<file path="config.mk">
export PLATFORM = sky130hd
export DESIGN_NAME = odc_out_ctrl
export DESIGN_NICKNAME = d
export VERILOG_FILES = /design/src/hdl/odc_pkg.sv /design/src/hdl/odc_apb_slave.sv /design/src/hdl/odc_drv_gate.sv /design/src/hdl/odc_out_ctrl.sv
export SDC_FILE = /design/constraint.sdc
export NUM_CORES = 1
export LEC_CHECK = 0
export ABC_AREA = 1
export BUFFER_PORTS_ARGS = -buffer_cell sky130_fd_sc_hd__buf_2
export CORE_MARGIN = 2
export CORE_UTILIZATION = 40
export CTS_CLUSTER_DIAMETER = 100
export CTS_CLUSTER_SIZE = 28
export DETAILED_ROUTE_END_ITERATION = 10
export GPL_ROUTABILITY_DRIVEN = 1
export PLACE_DENSITY = 0.78
export SKIP_LAST_GASP = 1
export SLEW_MARGIN = 20
export SYNTH_ARGS = -nofsm -noshare
export SYNTH_HDL_FRONTEND = slang
export SYNTH_HIERARCHICAL = 1
export SYNTH_SLANG_ARGS = --single-unit
</file>
<file path="constraint.sdc">
create_clock -name clk_sys -period 1.61 [get_ports clk_sys]
set_input_delay 0.161 -clock clk_sys [delete_from_list [all_inputs] [get_ports clk_sys]]
set_output_delay 0.161 -clock clk_sys [all_outputs]
set_load 0.005 [all_outputs]
</file>
<file path="src/hdl/odc_pkg.sv">
`default_nettype none
package odc_pkg;
  localparam int ODC_NUM_OUT = 12;
  localparam int ODC_ADDR_W = 12;

  // byte addresses of the register words
  localparam logic [11:0] ODC_OFF_CTRL = 12'h000;
  localparam logic [11:0] ODC_OFF_MODE = 12'h004;
  localparam logic [11:0] ODC_OFF_STAT = 12'h008;

  // output control word layout
  localparam int ODC_GOE_BIT = 12;
  localparam int ODC_OFF_LSB = 0;
  localparam int ODC_OFF_MSB = 11;
  localparam int ODC_RSV_LSB = 13;
  localparam int ODC_RSV_MSB = 15;

  // mode/config word layout
  localparam int ODC_DIFF_LSB = 0;
  localparam int ODC_DRV_RST_BIT = 16;

  // reset values
  localparam logic ODC_GOE_RST = 1'h1;
  localparam logic [11:0] ODC_OFF_RST = 12'h000;
  localparam logic [11:0] ODC_DIFF_RST = 12'hfff;
  localparam logic ODC_DRV_RST_RST = 1'h0;

  typedef struct packed {
    logic [11:0] true_en;
    logic [11:0] comp_en;
  } odc_drv_t;

  typedef struct packed {
    logic sel;
    logic enable;
    logic write;
    logic [ODC_ADDR_W-1:0] addr;
    logic [31:0] wdata;
  } odc_apb_req_t;
endpackage
`default_nettype wire

</file>
<file path="src/hdl/odc_apb_slave.sv">
`default_nettype none
module odc_apb_slave
  import odc_pkg::*;
(
  // apb request
  input wire odc_apb_req_t req,
  // decoded access
  output logic wr_ctrl,
  output logic wr_mode,
  output logic rd_hit,
  output logic [1:0] rd_sel
);
  // zero wait state: access phase completes in its first cycle
  wire access = req.sel && req.enable;
  wire hit_ctrl = req.addr == ODC_OFF_CTRL;
  wire hit_mode = req.addr == ODC_OFF_MODE;
  wire hit_stat = req.addr == ODC_OFF_STAT;
  assign wr_ctrl = access && req.write && hit_ctrl;
  assign wr_mode = access && req.write && hit_mode;
  assign rd_hit = hit_ctrl || hit_mode || hit_stat;
  assign rd_sel = hit_ctrl ? 2'h0 : (hit_mode ? 2'h1 : 2'h2);
endmodule
`default_nettype wire

</file>
<file path="src/hdl/odc_drv_gate.sv">
`default_nettype none
module odc_drv_gate
  import odc_pkg::*;
(
  // controls
  input wire logic goe,
  input wire logic drv_rst,
  input wire logic [ODC_NUM_OUT-1:0] off,
  input wire logic [ODC_NUM_OUT-1:0] diff,
  input wire logic [ODC_NUM_OUT-1:0] ext_off,
  // driver enables
  output odc_drv_t nxt_drv
);
  genvar i;
  generate
    for (i = 0; i < ODC_NUM_OUT; i++) begin : g_out
      wire kill = !goe || drv_rst || off[i] || ext_off[i];
      // true driver serves both modes; complement only exists in diff
      assign nxt_drv.true_en[i] = !kill;
      assign nxt_drv.comp_en[i] = !kill && diff[i];
    end
  endgenerate
endmodule
`default_nettype wire

</file>
<file path="src/hdl/odc_out_ctrl.sv">
`default_nettype none
// How it works
// - bit 12 is a read/write global output enable, reset to one
// - bits 11 to 3 are read/write driver disables, reset to zero
// - differential output disabled: true and complement drivers both off
// - single-ended output disabled: its one driver off
// - other disable sources OR with the bit; zero enables only if none
// - bits 2 to 0 disable outputs 2 to 0 the same way
// - a driver reset control forces every driver off
module odc_out_ctrl
  import odc_pkg::*;
(
  // clock and reset
  input wire logic clk_sys,
  input wire logic rst_b,
  // apb slave
  input wire logic psel,
  input wire logic penable,
  input wire logic pwrite,
  input wire logic [ODC_ADDR_W-1:0] paddr,
  input wire logic [31:0] pwdata,
  input wire logic [3:0] pstrb,
  output logic [31:0] prdata,
  output logic pready,
  output logic pslverr,
  // other disable sources, one per output
  input wire logic [ODC_NUM_OUT-1:0] ext_off,
  // driver enables
  output logic [ODC_NUM_OUT-1:0] clk_out_true,
  output logic [ODC_NUM_OUT-1:0] clk_out_comp
);
  logic goe_ff;
  logic [ODC_NUM_OUT-1:0] driver_off_ff;
  logic [ODC_NUM_OUT-1:0] diff_ff;
  logic drv_rst_ff;
  odc_drv_t drv_ff;
  odc_drv_t nxt_drv;
  logic [31:0] prdata_ff;
  logic pslverr_ff;
  logic pready_ff;
  logic wr_ctrl;
  logic wr_mode;
  logic rd_hit;
  logic [1:0] rd_sel;
  odc_apb_req_t req;

  assign req = '{sel: psel, enable: penable, write: pwrite, addr: paddr,
                 wdata: pwdata};

  odc_apb_slave u_slave (
    .req(req),
    .wr_ctrl(wr_ctrl),
    .wr_mode(wr_mode),
    .rd_hit(rd_hit),
    .rd_sel(rd_sel)
  );

  odc_drv_gate u_gate (
    .goe(goe_ff),
    .drv_rst(drv_rst_ff),
    .off(driver_off_ff),
    .diff(diff_ff),
    .ext_off(ext_off),
    .nxt_drv(nxt_drv)
  );

  // byte lanes: low lane holds disables 7:0, second lane 11:8 and goe
  wire lane0 = pstrb[0];
  wire lane1 = pstrb[1];
  wire lane2 = pstrb[2];

  wire [11:0] nxt_off = {
    lane1 ? pwdata[ODC_OFF_MSB:8] : driver_off_ff[11:8],
    lane0 ? pwdata[7:ODC_OFF_LSB] : driver_off_ff[7:0]};
  wire nxt_goe = lane1 ? pwdata[ODC_GOE_BIT] : goe_ff;
  wire [11:0] nxt_diff = {
    lane1 ? pwdata[ODC_DIFF_LSB+11:ODC_DIFF_LSB+8] : diff_ff[11:8],
    lane0 ? pwdata[ODC_DIFF_LSB+7:ODC_DIFF_LSB] : diff_ff[7:0]};
  wire nxt_drv_rst = lane2 ? pwdata[ODC_DRV_RST_BIT] : drv_rst_ff;

  // reserved 15:13 read as zero
  wire [31:0] ctrl_word = {16'h0000, 3'h0, goe_ff, driver_off_ff};
  wire [31:0] mode_word = {15'h0000, drv_rst_ff, 4'h0, diff_ff};
  wire [31:0] stat_word = {8'h00, drv_ff.comp_en, drv_ff.true_en};
  wire [31:0] rd_word = (rd_sel == 2'h0) ? ctrl_word :
                        (rd_sel == 2'h1) ? mode_word : stat_word;
  wire setup = psel && !penable;
  wire [31:0] nxt_prdata = (setup && !pwrite && rd_hit) ? rd_word : 32'h0;
  // set in setup, so it stands only through the zero-wait access cycle
  wire nxt_pslverr = setup && !rd_hit;

  always_ff @(posedge clk_sys) begin
    if (!rst_b) begin
      goe_ff <= ODC_GOE_RST;
      driver_off_ff <= ODC_OFF_RST;
    end else if (wr_ctrl) begin
      goe_ff <= nxt_goe;
      driver_off_ff <= nxt_off;
    end
  end

  always_ff @(posedge clk_sys) begin
    if (!rst_b) begin
      diff_ff <= ODC_DIFF_RST;
      drv_rst_ff <= ODC_DRV_RST_RST;
    end else if (wr_mode) begin
      diff_ff <= nxt_diff;
      drv_rst_ff <= nxt_drv_rst;
    end
  end

  // read data latched in setup so the access phase answers at once
  always_ff @(posedge clk_sys) begin
    if (!rst_b) begin
      prdata_ff <= 32'h0;
      pslverr_ff <= 1'b0;
      pready_ff <= 1'b0;
      drv_ff <= '0;
    end else begin
      prdata_ff <= nxt_prdata;
      pslverr_ff <= nxt_pslverr;
      pready_ff <= 1'b1;
      drv_ff <= nxt_drv;
    end
  end

  assign prdata = prdata_ff;
  assign pslverr = pslverr_ff;
  assign pready = pready_ff;
  assign clk_out_true = drv_ff.true_en;
  assign clk_out_comp = drv_ff.comp_en;
endmodule
`default_nettype wire

</file>
Word-level counts from Yosys, hierarchy flattened
Index checks and enable logic that the tools add are counted.
{"block": "totals", "regBits": 76, "inputBits": 65, "wordCells": 96}
{"block": "classes", "eq_ne": 3, "muxes": 5, "bitwise": 2, "n_reduce_logical": 73}
{"operator": "$logic_or 1x1->1", "n": 27}
{"operator": "$logic_and 1x1->1", "n": 20}
{"operator": "$mux 17", "n": 1}
{"operator": "$logic_not 1->1", "n": 16}
{"operator": "$mux 13", "n": 1}
{"operator": "$eq 12x3->1 const B", "n": 1}
{"operator": "$eq 12x4->1 const B", "n": 1}
{"operator": "$logic_not 12->1", "n": 1}
{"operator": "$reduce_and 2->1", "n": 6}
{"operator": "$mux 2", "n": 2}
{"operator": "$reduce_or 4->1", "n": 1}
{"operator": "$reduce_or 3->1", "n": 1}
{"operator": "$eq 2x1->1 const B", "n": 1}
{"operator": "$logic_not 2->1", "n": 1}
{"operator": "$not 1->1", "n": 2}
{"operator": "$mux 1", "n": 1}

Logic depth before layout (Yosys ltp)
Gate-level depths: netlist (run 1).
{"block": "logic_depth", "ltp_word": 6, "mapped_depth": 11, "depth_no_buf": 10}

Modules after synthesis
Netlist (run 1), hierarchy kept.
{"module": "odc_out_ctrl", "n_inst": 1, "cells_each": 342, "area_each_um2": 2703.8, "seq_area_each_um2": 1521.5}
{"module": "odc_drv_gate", "n_inst": 1, "cells_each": 63, "area_each_um2": 330.3, "seq_area_each_um2": 0.0}
{"module": "odc_apb_slave", "n_inst": 1, "cells_each": 22, "area_each_um2": 93.8, "seq_area_each_um2": 0.0}

Worst setup path before layout (run 1)
OpenSTA, ideal clock, no wires.
{"block": "synth_path", "kind": "input -> register", "start": "input paddr[11]", "end": "register diff_ff[0]", "setup_ns": 0.062, "t_arrival_ns": 1.134, "required_time_ns": 1.548, "slack_ns": 0.415, "path_stages": 9, "cell_sequence": "nor2_1 > nand2_1 > nor2_2 > nand2_1 > nor2_1 > nand2_2 > inv_1 > nand2_1 > nand3_1"}
{"block": "synth_via", "elab_chain_len": 3}
{"element": "start: declaration", "line": "odc_out_ctrl.sv:20", "source": "input wire logic [ODC_ADDR_W-1:0] paddr,"}
{"element": "$eq 12x3->1", "line": "odc_apb_slave.sv:16", "source": "wire hit_mode = req.addr == ODC_OFF_MODE;"}
{"element": "$logic_and 1x1->1", "line": "odc_apb_slave.sv:19", "source": "assign wr_mode = access && req.write && hit_mode;"}
{"element": "net wr_mode", "line": "odc_out_ctrl.sv:42", "source": "logic wr_mode;"}
{"element": "$reduce_and 2->1 (no line)"}
{"element": "end signal: assignment", "line": "odc_out_ctrl.sv:107", "source": "diff_ff <= nxt_diff;"}
{"element": "end: declaration", "line": "odc_out_ctrl.sv:34", "source": "logic [ODC_NUM_OUT-1:0] diff_ff;"}
The timed path passes the listed nets, and every way through them passes these cells.
A chain may end at the register's enable or synchronous reset.

Final worst setup path (run 1)
{"block": "layout_path", "start": "input paddr[11]", "end": "register driver_off_ff[5]"}
{"block": "layout_via", "elab_chain_len": 3}
{"element": "$logic_not 12->1", "line": "odc_apb_slave.sv:15", "source": "wire hit_ctrl = req.addr == ODC_OFF_CTRL;"}
{"element": "$logic_and 1x1->1", "line": "odc_apb_slave.sv:18", "source": "assign wr_ctrl = access && req.write && hit_ctrl;"}
{"element": "net wr_ctrl", "line": "odc_out_ctrl.sv:41", "source": "logic wr_ctrl;"}
{"element": "$reduce_and 2->1 (no line)"}
{"element": "end signal: assignment", "line": "odc_out_ctrl.sv:98", "source": "driver_off_ff <= nxt_off;"}
{"element": "end: declaration", "line": "odc_out_ctrl.sv:33", "source": "logic [ODC_NUM_OUT-1:0] driver_off_ff;"}
The timed path passes the listed nets, and every way through them passes these cells.

==> impl_metrics.tcl, run 1 <==
set metrics [dict create \
    die_area_um2 8540 \
    start_util 0.409 \
    ctsResizeCount 0 \
    cts_tree "built" \
    final_antenna_net_count 0 \
    grtUsageTotal 0.184 \
    fin_ws_ns 0.267 \
    drt_iter0_drc 119 \
    cp-start-kind "primary input" \
    holdWs_ns 0.0273 \
    clockBufferDepth 2 \
    rr_startpoint "goe_ff$_SDFFE_PN1P_" \
    finalSetupTns_ns 0 \
    fp.dieH_um 92.4 \
    cts_sinks 76 \
    vias_per_cell 4.43 \
    critPathKind "primary input to flip-flop" \
    rsz0062_at_grt "false" \
    vias 2784 \
    synth_warnings 6 \
    avgRoutedWirePerCell_um 11.6 \
    hp-class "primary input to flip-flop" \
    holdPathEnd "goe_ff$_SDFFE_PN1P_" \
    grt_max_degree 34 \
    fmax_mhz 745 \
    globalplace.congestion 0.824 \
    hold_path_startpoint "pwdata[12]" \
    core_area_um2 7650 \
    hold_buffers 0 \
    first_global_vias 2786 \
    cts_setup_buffers 0 \
    ir_drop_mv 0.396 \
    r2r_cells 7 \
    regToRegSetupSlack_ns 0.43 \
    cts_buffers 9 \
    diodes 0 \
    clock_latency_ns 0.34 \
    fp.dieW_um 92.4 \
    timing.rr.end "clk_out_comp[6]$_SDFF_PN0_" \
    drive_above_1_share 0.268 \
    worstSetupEndpointType "flip-flop" \
    fill_cells 747 \
    syn-cell-area_um2 3130 \
    io_pins 123 \
    wl_mm 7.32 \
    grt_first_pass_wirelength_mm 12.3 \
    final.min_clock_period_ns 1.34 \
    status "finished, final reports clean" \
    area_delta_synth_final_pct 22.0 \
    hold_viol 0 \
    yosysSeqAreaShare 0.486 \
    finalSetupViolations 0 \
    cts.reportedPaths.clkPinSlew_ns 0.07 \
    nets 591 \
    pre_cts_slack_ns -0.0739 \
    period_share 0.834 \
    cts-root-buf "clkbuf_8" \
    syn_area_per_cell_um2 7.33 \
    htree_levels 3 \
    syn_inst 427 \
    maxCapViolCount 0 \
    hold_depth 3 \
    cellLeakagePower_nw 2.34 \
    antenna_found_initial 0 \
    required_ns 1.88 \
    io_buffer_count 95 \
    power_mw 3.35 \
    cp_max_fo 9 \
    ys_types 22 \
    drc 0 \
    power_density_nw_per_um2 877 \
    std_cell_rows 32 \
    place_hpwl_mm 5.29 \
    firstDrtPassIters 4 \
    ys_seq_elements 76 \
    slew_viol_final 0 \
    finalClockSkew_ns 0.00818 \
    critical_path_arrival_ns 1.62 \
    grt_overflow 0 \
]
## critical path: stages
cell	delay [ns]
buf_2	0.09
nor2_1	0.09
nand2_1	0.08
nor2_2	0.15
nand2_2	0.09
nor2_1	0.17
nand2_1	0.25
inv_1	0.33
nor2_1	0.09
nor2_1	0.10
## cells in the final DEF, fill, tap and decap left out
cell type  synthesis  layout
clkbuf_8           0      10
buf_2              6      95
nand4_1            1       1
inv_2              1       1
nand3_1           39      39
o21ai_0           14      14
buf_12             1       2
nor2_2            11      11
nor3_1             1       1
buf_4             12       5
nand2_1          100     100
clkbuf_1           0       2
nand2_2            8       8
nor2_1            60      60
nand3_4            1       1
a21boi_1           1       1
inv_1             83      83
nor2_4             2       2
nor2_8             1       1
dfxtp_1           76      76
conb_1             1       8
a21oi_1            1       1
nand2_4            5       5
## registers in the layout (all words and copies together), names as in the netlist, 12 cells and up
register / cells
driver_off_ff: 12
clk_out_true: 12
clk_out_comp: 12
prdata: 24
diff_ff: 12
## power by group
| group | switching (mW) | total (mW) | internal [mW] |
|---|---|---|---|
| clock | 0.604 | 1.17 | 0.569 |
| sequential | 0.0161 | 1.93 | 1.92 |
| combinational | 0.130 | 0.242 | 0.112 |
## per-stage QoR
stage | area [um2] | utilization | std cells
after global placement | 3670 | 0.480 | 617
final | 3820 | 0.499 | 629
after floorplan | 3150 | - | 434
after CTS | 3820 | 0.499 | 629
after global routing | 3820 | 0.499 | 629
after detailed placement | 3670 | 0.480 | 617
## logic make-up after synthesis
| group | synth area share |
|---|---|
| AND/OR/NAND/NOR | 0.333 |
| buffers and inverters | 0.153 |
| flip-flops | 0.486 |
| AO/OA/AOI/OAI | 0.0264 |
| other | 0.00120 |
## worst max path at each step
| stage | cells after the start | slack [ns] | start | to |
|---|---|---|---|---|
| after detailed placement | 10 | -0.07 | paddr[9] | driver_off_ff[5]$_SDFFE_PN0P_ |
| after global placement | 10 | -0.004 | paddr[9] | driver_off_ff[3]$_SDFFE_PN0P_ |
| after floorplan | 9 | 0.41 | paddr[11] | diff_ff[0]$_SDFFE_PN1P_ |
| after global routing | 10 | 0.09 | paddr[9] | diff_ff[5]$_SDFFE_PN1P_ |
| after CTS | 10 | 0.28 | paddr[9] | driver_off_ff[5]$_SDFFE_PN0P_ |
| final | 10 | 0.27 | paddr[11] | driver_off_ff[5]$_SDFFE_PN0P_ |
## cell usage after synthesis, drive strengths merged
library cell | count | area (um2)
nor3 | 1 | 5.00
a21oi | 1 | 5.00
o21ai | 14 | 70.1
conb | 1 | 3.75
a21boi | 1 | 7.51
buf | 21 | 163
nand3 | 40 | 213
nor2 | 74 | 337
dfxtp | 76 | 1520
inv | 84 | 315
nand4 | 1 | 6.26
nand2 | 113 | 482
## per-layer routing
metal | up-vias | GRT usage | wire length [um]
met2 | 89 | 0.311 | 3540
met3 | 14 | 0.0561 | 475
met5 | - | 0 | 0
li1 | 1434 | - | -
met4 | 0 | 0.0821 | 129
met1 | 1247 | 0.213 | 3170
## final cells by class
class / count / area, um2 / share of cell area
Timing Repair Buffer: 102 / 553 / 0.145
Tap cell: 102 / 128 / 0.0334
Sequential cell: 76 / 1520 / 0.399
Inverter: 84 / 315 / 0.0826
Multi-Input combinational cell: 253 / 1150 / 0.303
Clock buffer: 12 / 145 / 0.0380
Note: power is estimated with default switching activity, not from simulation.
==> inputs of run 2 (changes only) <==
--- a/config.mk
+++ b/config.mk
@@ -5,7 +5,7 @@
 export SDC_FILE = /design/constraint.sdc
 export NUM_CORES = 1
 export LEC_CHECK = 0
-export ABC_AREA = 1
+export ABC_AREA = 0
 export BUFFER_PORTS_ARGS = -buffer_cell sky130_fd_sc_hd__buf_2
 export CORE_MARGIN = 2
 export CORE_UTILIZATION = 40
==> constraint.sdc (replaced) <==
create_clock -name clk_sys -period 1.3 [get_ports clk_sys]
set_input_delay 0.13 -clock clk_sys [delete_from_list [all_inputs] [get_ports clk_sys]]
set_output_delay 0.13 -clock clk_sys [all_outputs]
set_load 0.005 [all_outputs]
==> impl_metrics.tcl, run 2 <==
set metrics [dict create \
    status "finished, violations left" \
    failed_checks "setup timing" \
    area_delta_synth_final_pct 41.7 \
    firstDrtPassIters 4 \
    wl_met1_mm 3.47 \
    yosysMostFrequentCell "dfxtp_1" \
    place_hpwl_mm 5.49 \
    synth_top_area_share 0.494 \
    utilization 0.592 \
    htree_levels 3 \
    critPathBufInv 2 \
    globalplace.congestion 0.755 \
    antenna_found_initial 0 \
    fmax_mhz 625 \
    grt_first_pass_wirelength_mm 12.3 \
    yosys-top-cells-area "dfxtp_1 49%, nor4b_4 6.2%, nand3_1 5.2%" \
    drt_iter0_drc 93 \
    hold_buffers 0 \
    slew_viol_final 0 \
    hp-class "primary input to flip-flop" \
    grt_max_degree 52 \
    io_pins 123 \
    cts_tree "built" \
    required_ns 1.56 \
    fp.dieH_um 91.8 \
    synthFlopType "dfxtp_1" \
    cp-start-kind "primary input" \
    cts_buffers 9 \
    maxCapViolCount 0 \
    final_cell_mix "93 x buf_2, 76 x dfxtp_1, 24 x and2_1" \
    drive_above_1_share 0.518 \
    rsz0062_at_grt "true" \
    cellLeakagePower_nw 2.10 \
    die_area_um2 8420 \
    wl_mm 8.04 \
    final_common_cell "buf_2" \
    grtUsageTotal 0.185 \
    synth_edf_count 0 \
    avgRoutedWirePerCell_um 15.3 \
    cts_sinks 76 \
    highest_layer "met4" \
    cpPeakStageDelay_ns 0.58 \
    nets 485 \
    worstSetupEndpointType "flip-flop" \
    path_cells "buf_6, or4_4, nor4_4, buf_12, mux2_2, mux2i_1, nor2_1" \
    start_util 0.418 \
    vias 2598 \
    cp_max_fo 14 \
    ir_drop_mv 0.502 \
    ys_seq_elements 76 \
    wl_met3_um 448 \
    vias_per_cell 4.96 \
    core_area_um2 7370 \
    hold_viol 0 \
    power_mw 4.38 \
    fin_ws_ns -0.299 \
    cts-root-buf "clkbuf_8" \
    first_global_vias 2487 \
    std_cell_rows 31 \
    finalSetupTns_ns -10.93 \
    drc 0 \
    clockBufferDepth 2 \
    slowest_stage "or4_4" \
    syn-cell-area_um2 3080 \
    cts.reportedPaths.clkPinSlew_ns 0.08 \
    ys_types 34 \
    syn_area_per_cell_um2 10.1 \
    syn_inst 306 \
    clock_latency_ns 0.36 \
    power_density_nw_per_um2 1000 \
    ys_async_sr_fraction 0 \
    final.min_clock_period_ns 1.60 \
    critPathKind "primary input to flip-flop" \
    io_buffer_count 95 \
    period_share 1.23 \
    synth_warnings 6 \
    final_antenna_net_count 0 \
    wl_met2_mm 3.91 \
    critical_path_arrival_ns 1.86 \
    finalClockSkew_ns 0.00652 \
    fp.dieW_um 91.8 \
    finalSetupViolations 50 \
    yosysSeqAreaShare 0.494 \
    critPathTopFamily "simple AND/OR/NAND/NOR gates" \
    diodes 0 \
    synth_common_cells "76 x dfxtp_1, 40 x nand2_1, 32 x nand3_1" \
    synth_top_area_cell "dfxtp_1" \
    grt_overflow 0 \
    largest_reg_flops 24 \
]
[run 2: cell types whose count changed after synthesis, moves of 10 or more]
| cell | previous run | this run |
|---|---|---|
| inv_1 | 83 | 0 |
| nand2_1 | 100 | 40 |
| nor2_1 | 60 | 14 |
| and2_1 | 0 | 25 |
| o21ai_0 | 14 | 0 |
| a21boi_0 | 0 | 13 |
| clkbuf_1 | 0 | 12 |
| mux2_2 | 0 | 12 |
| mux2i_1 | 0 | 12 |
| nor2_2 | 11 | 0 |
| nor3_1 | 1 | 12 |
| and3_1 | 0 | 10 |
[run 2: per-layer routing]
layer | global-route usage | vias up
met3 | 0.0518 | 17
met2 | 0.297 | 71
met1 | 0.234 | 1241
li1 | - | 1269
met4 | 0.0808 | 0
met5 | 0 | -
[run 2: where the power goes]
part,total [mW],switching (mW),internal (mW)
Sequential,2.39,0.0208,2.37
Clock,1.67,0.947,0.720
Combinational,0.326,0.167,0.160
Total,4.38,1.13,3.25
[run 2: kinds of logic (layout without fill, tap and decap cells)]
| kind of cell | after synthesis | in the layout | share of synthesized area |
|---|---|---|---|
| flops | 76 | 76 | 0.494 |
| buf+inv | 27 | 139 | 0.0544 |
| simple gates | 162 | 162 | 0.329 |
| other cells | 1 | 8 | 0.00122 |
| compound gates | 16 | 16 | 0.0382 |
| mux | 24 | 24 | 0.0829 |
[run 2: cell type report]
cell class | count | area [um2]
Clock buffer | 9 | 124
Multi-Input combinational cell | 210 | 1730
Tap cell | 99 | 124
Fill cell | 609 | 3010
Sequential cell | 76 | 1520
Timing Repair Buffer | 123 | 806
Clock inverter | 7 | 61.3
[run 2: worst reg2reg max path: cells and delay by family, from the launching register on]
kind,cells,cell delay [ns]
and+or+nand+nor,3,0.64
DFF,1,0.32
buffers and inverters,1,0.20
[run 2: worst paths after layout]
path	start	endpoint	slack [ns]	depth (start not counted)
max	paddr[4]	prdata[2]$_SDFF_PN0_	-0.30	7
min	pwdata[16]	drv_rst_ff$_SDFFE_PN0P_	0.01	3
max reg2reg	drv_rst_ff$_SDFFE_PN0P_	clk_out_comp[6]$_SDFF_PN0_	0.09	4
min reg2reg	clk_out_comp[2]$_SDFF_PN0_	prdata[14]$_SDFF_PP0_	0.49	1
[run 2: stage by stage]
stage	instances	hold slack, ns	instance area (um2)	setup slack [ns]
CTS	521	0.00246	4150	-0.297
global route	524	0.00704	4360	-0.331
finish	524	0.00985	4360	-0.299
global placement	498	0.371	3810	-0.685
detailed placement	498	0.374	3810	-0.709
floorplan	313	0.158	3250	-0.571
[run 2: timing repair]
action                     4_1_cts  5_1_grt
setup endpoints to repair       50       50
pin swaps                        6       28
gates resized for setup         29       51
buffers inserted                 4        4
gates cloned                     3        0
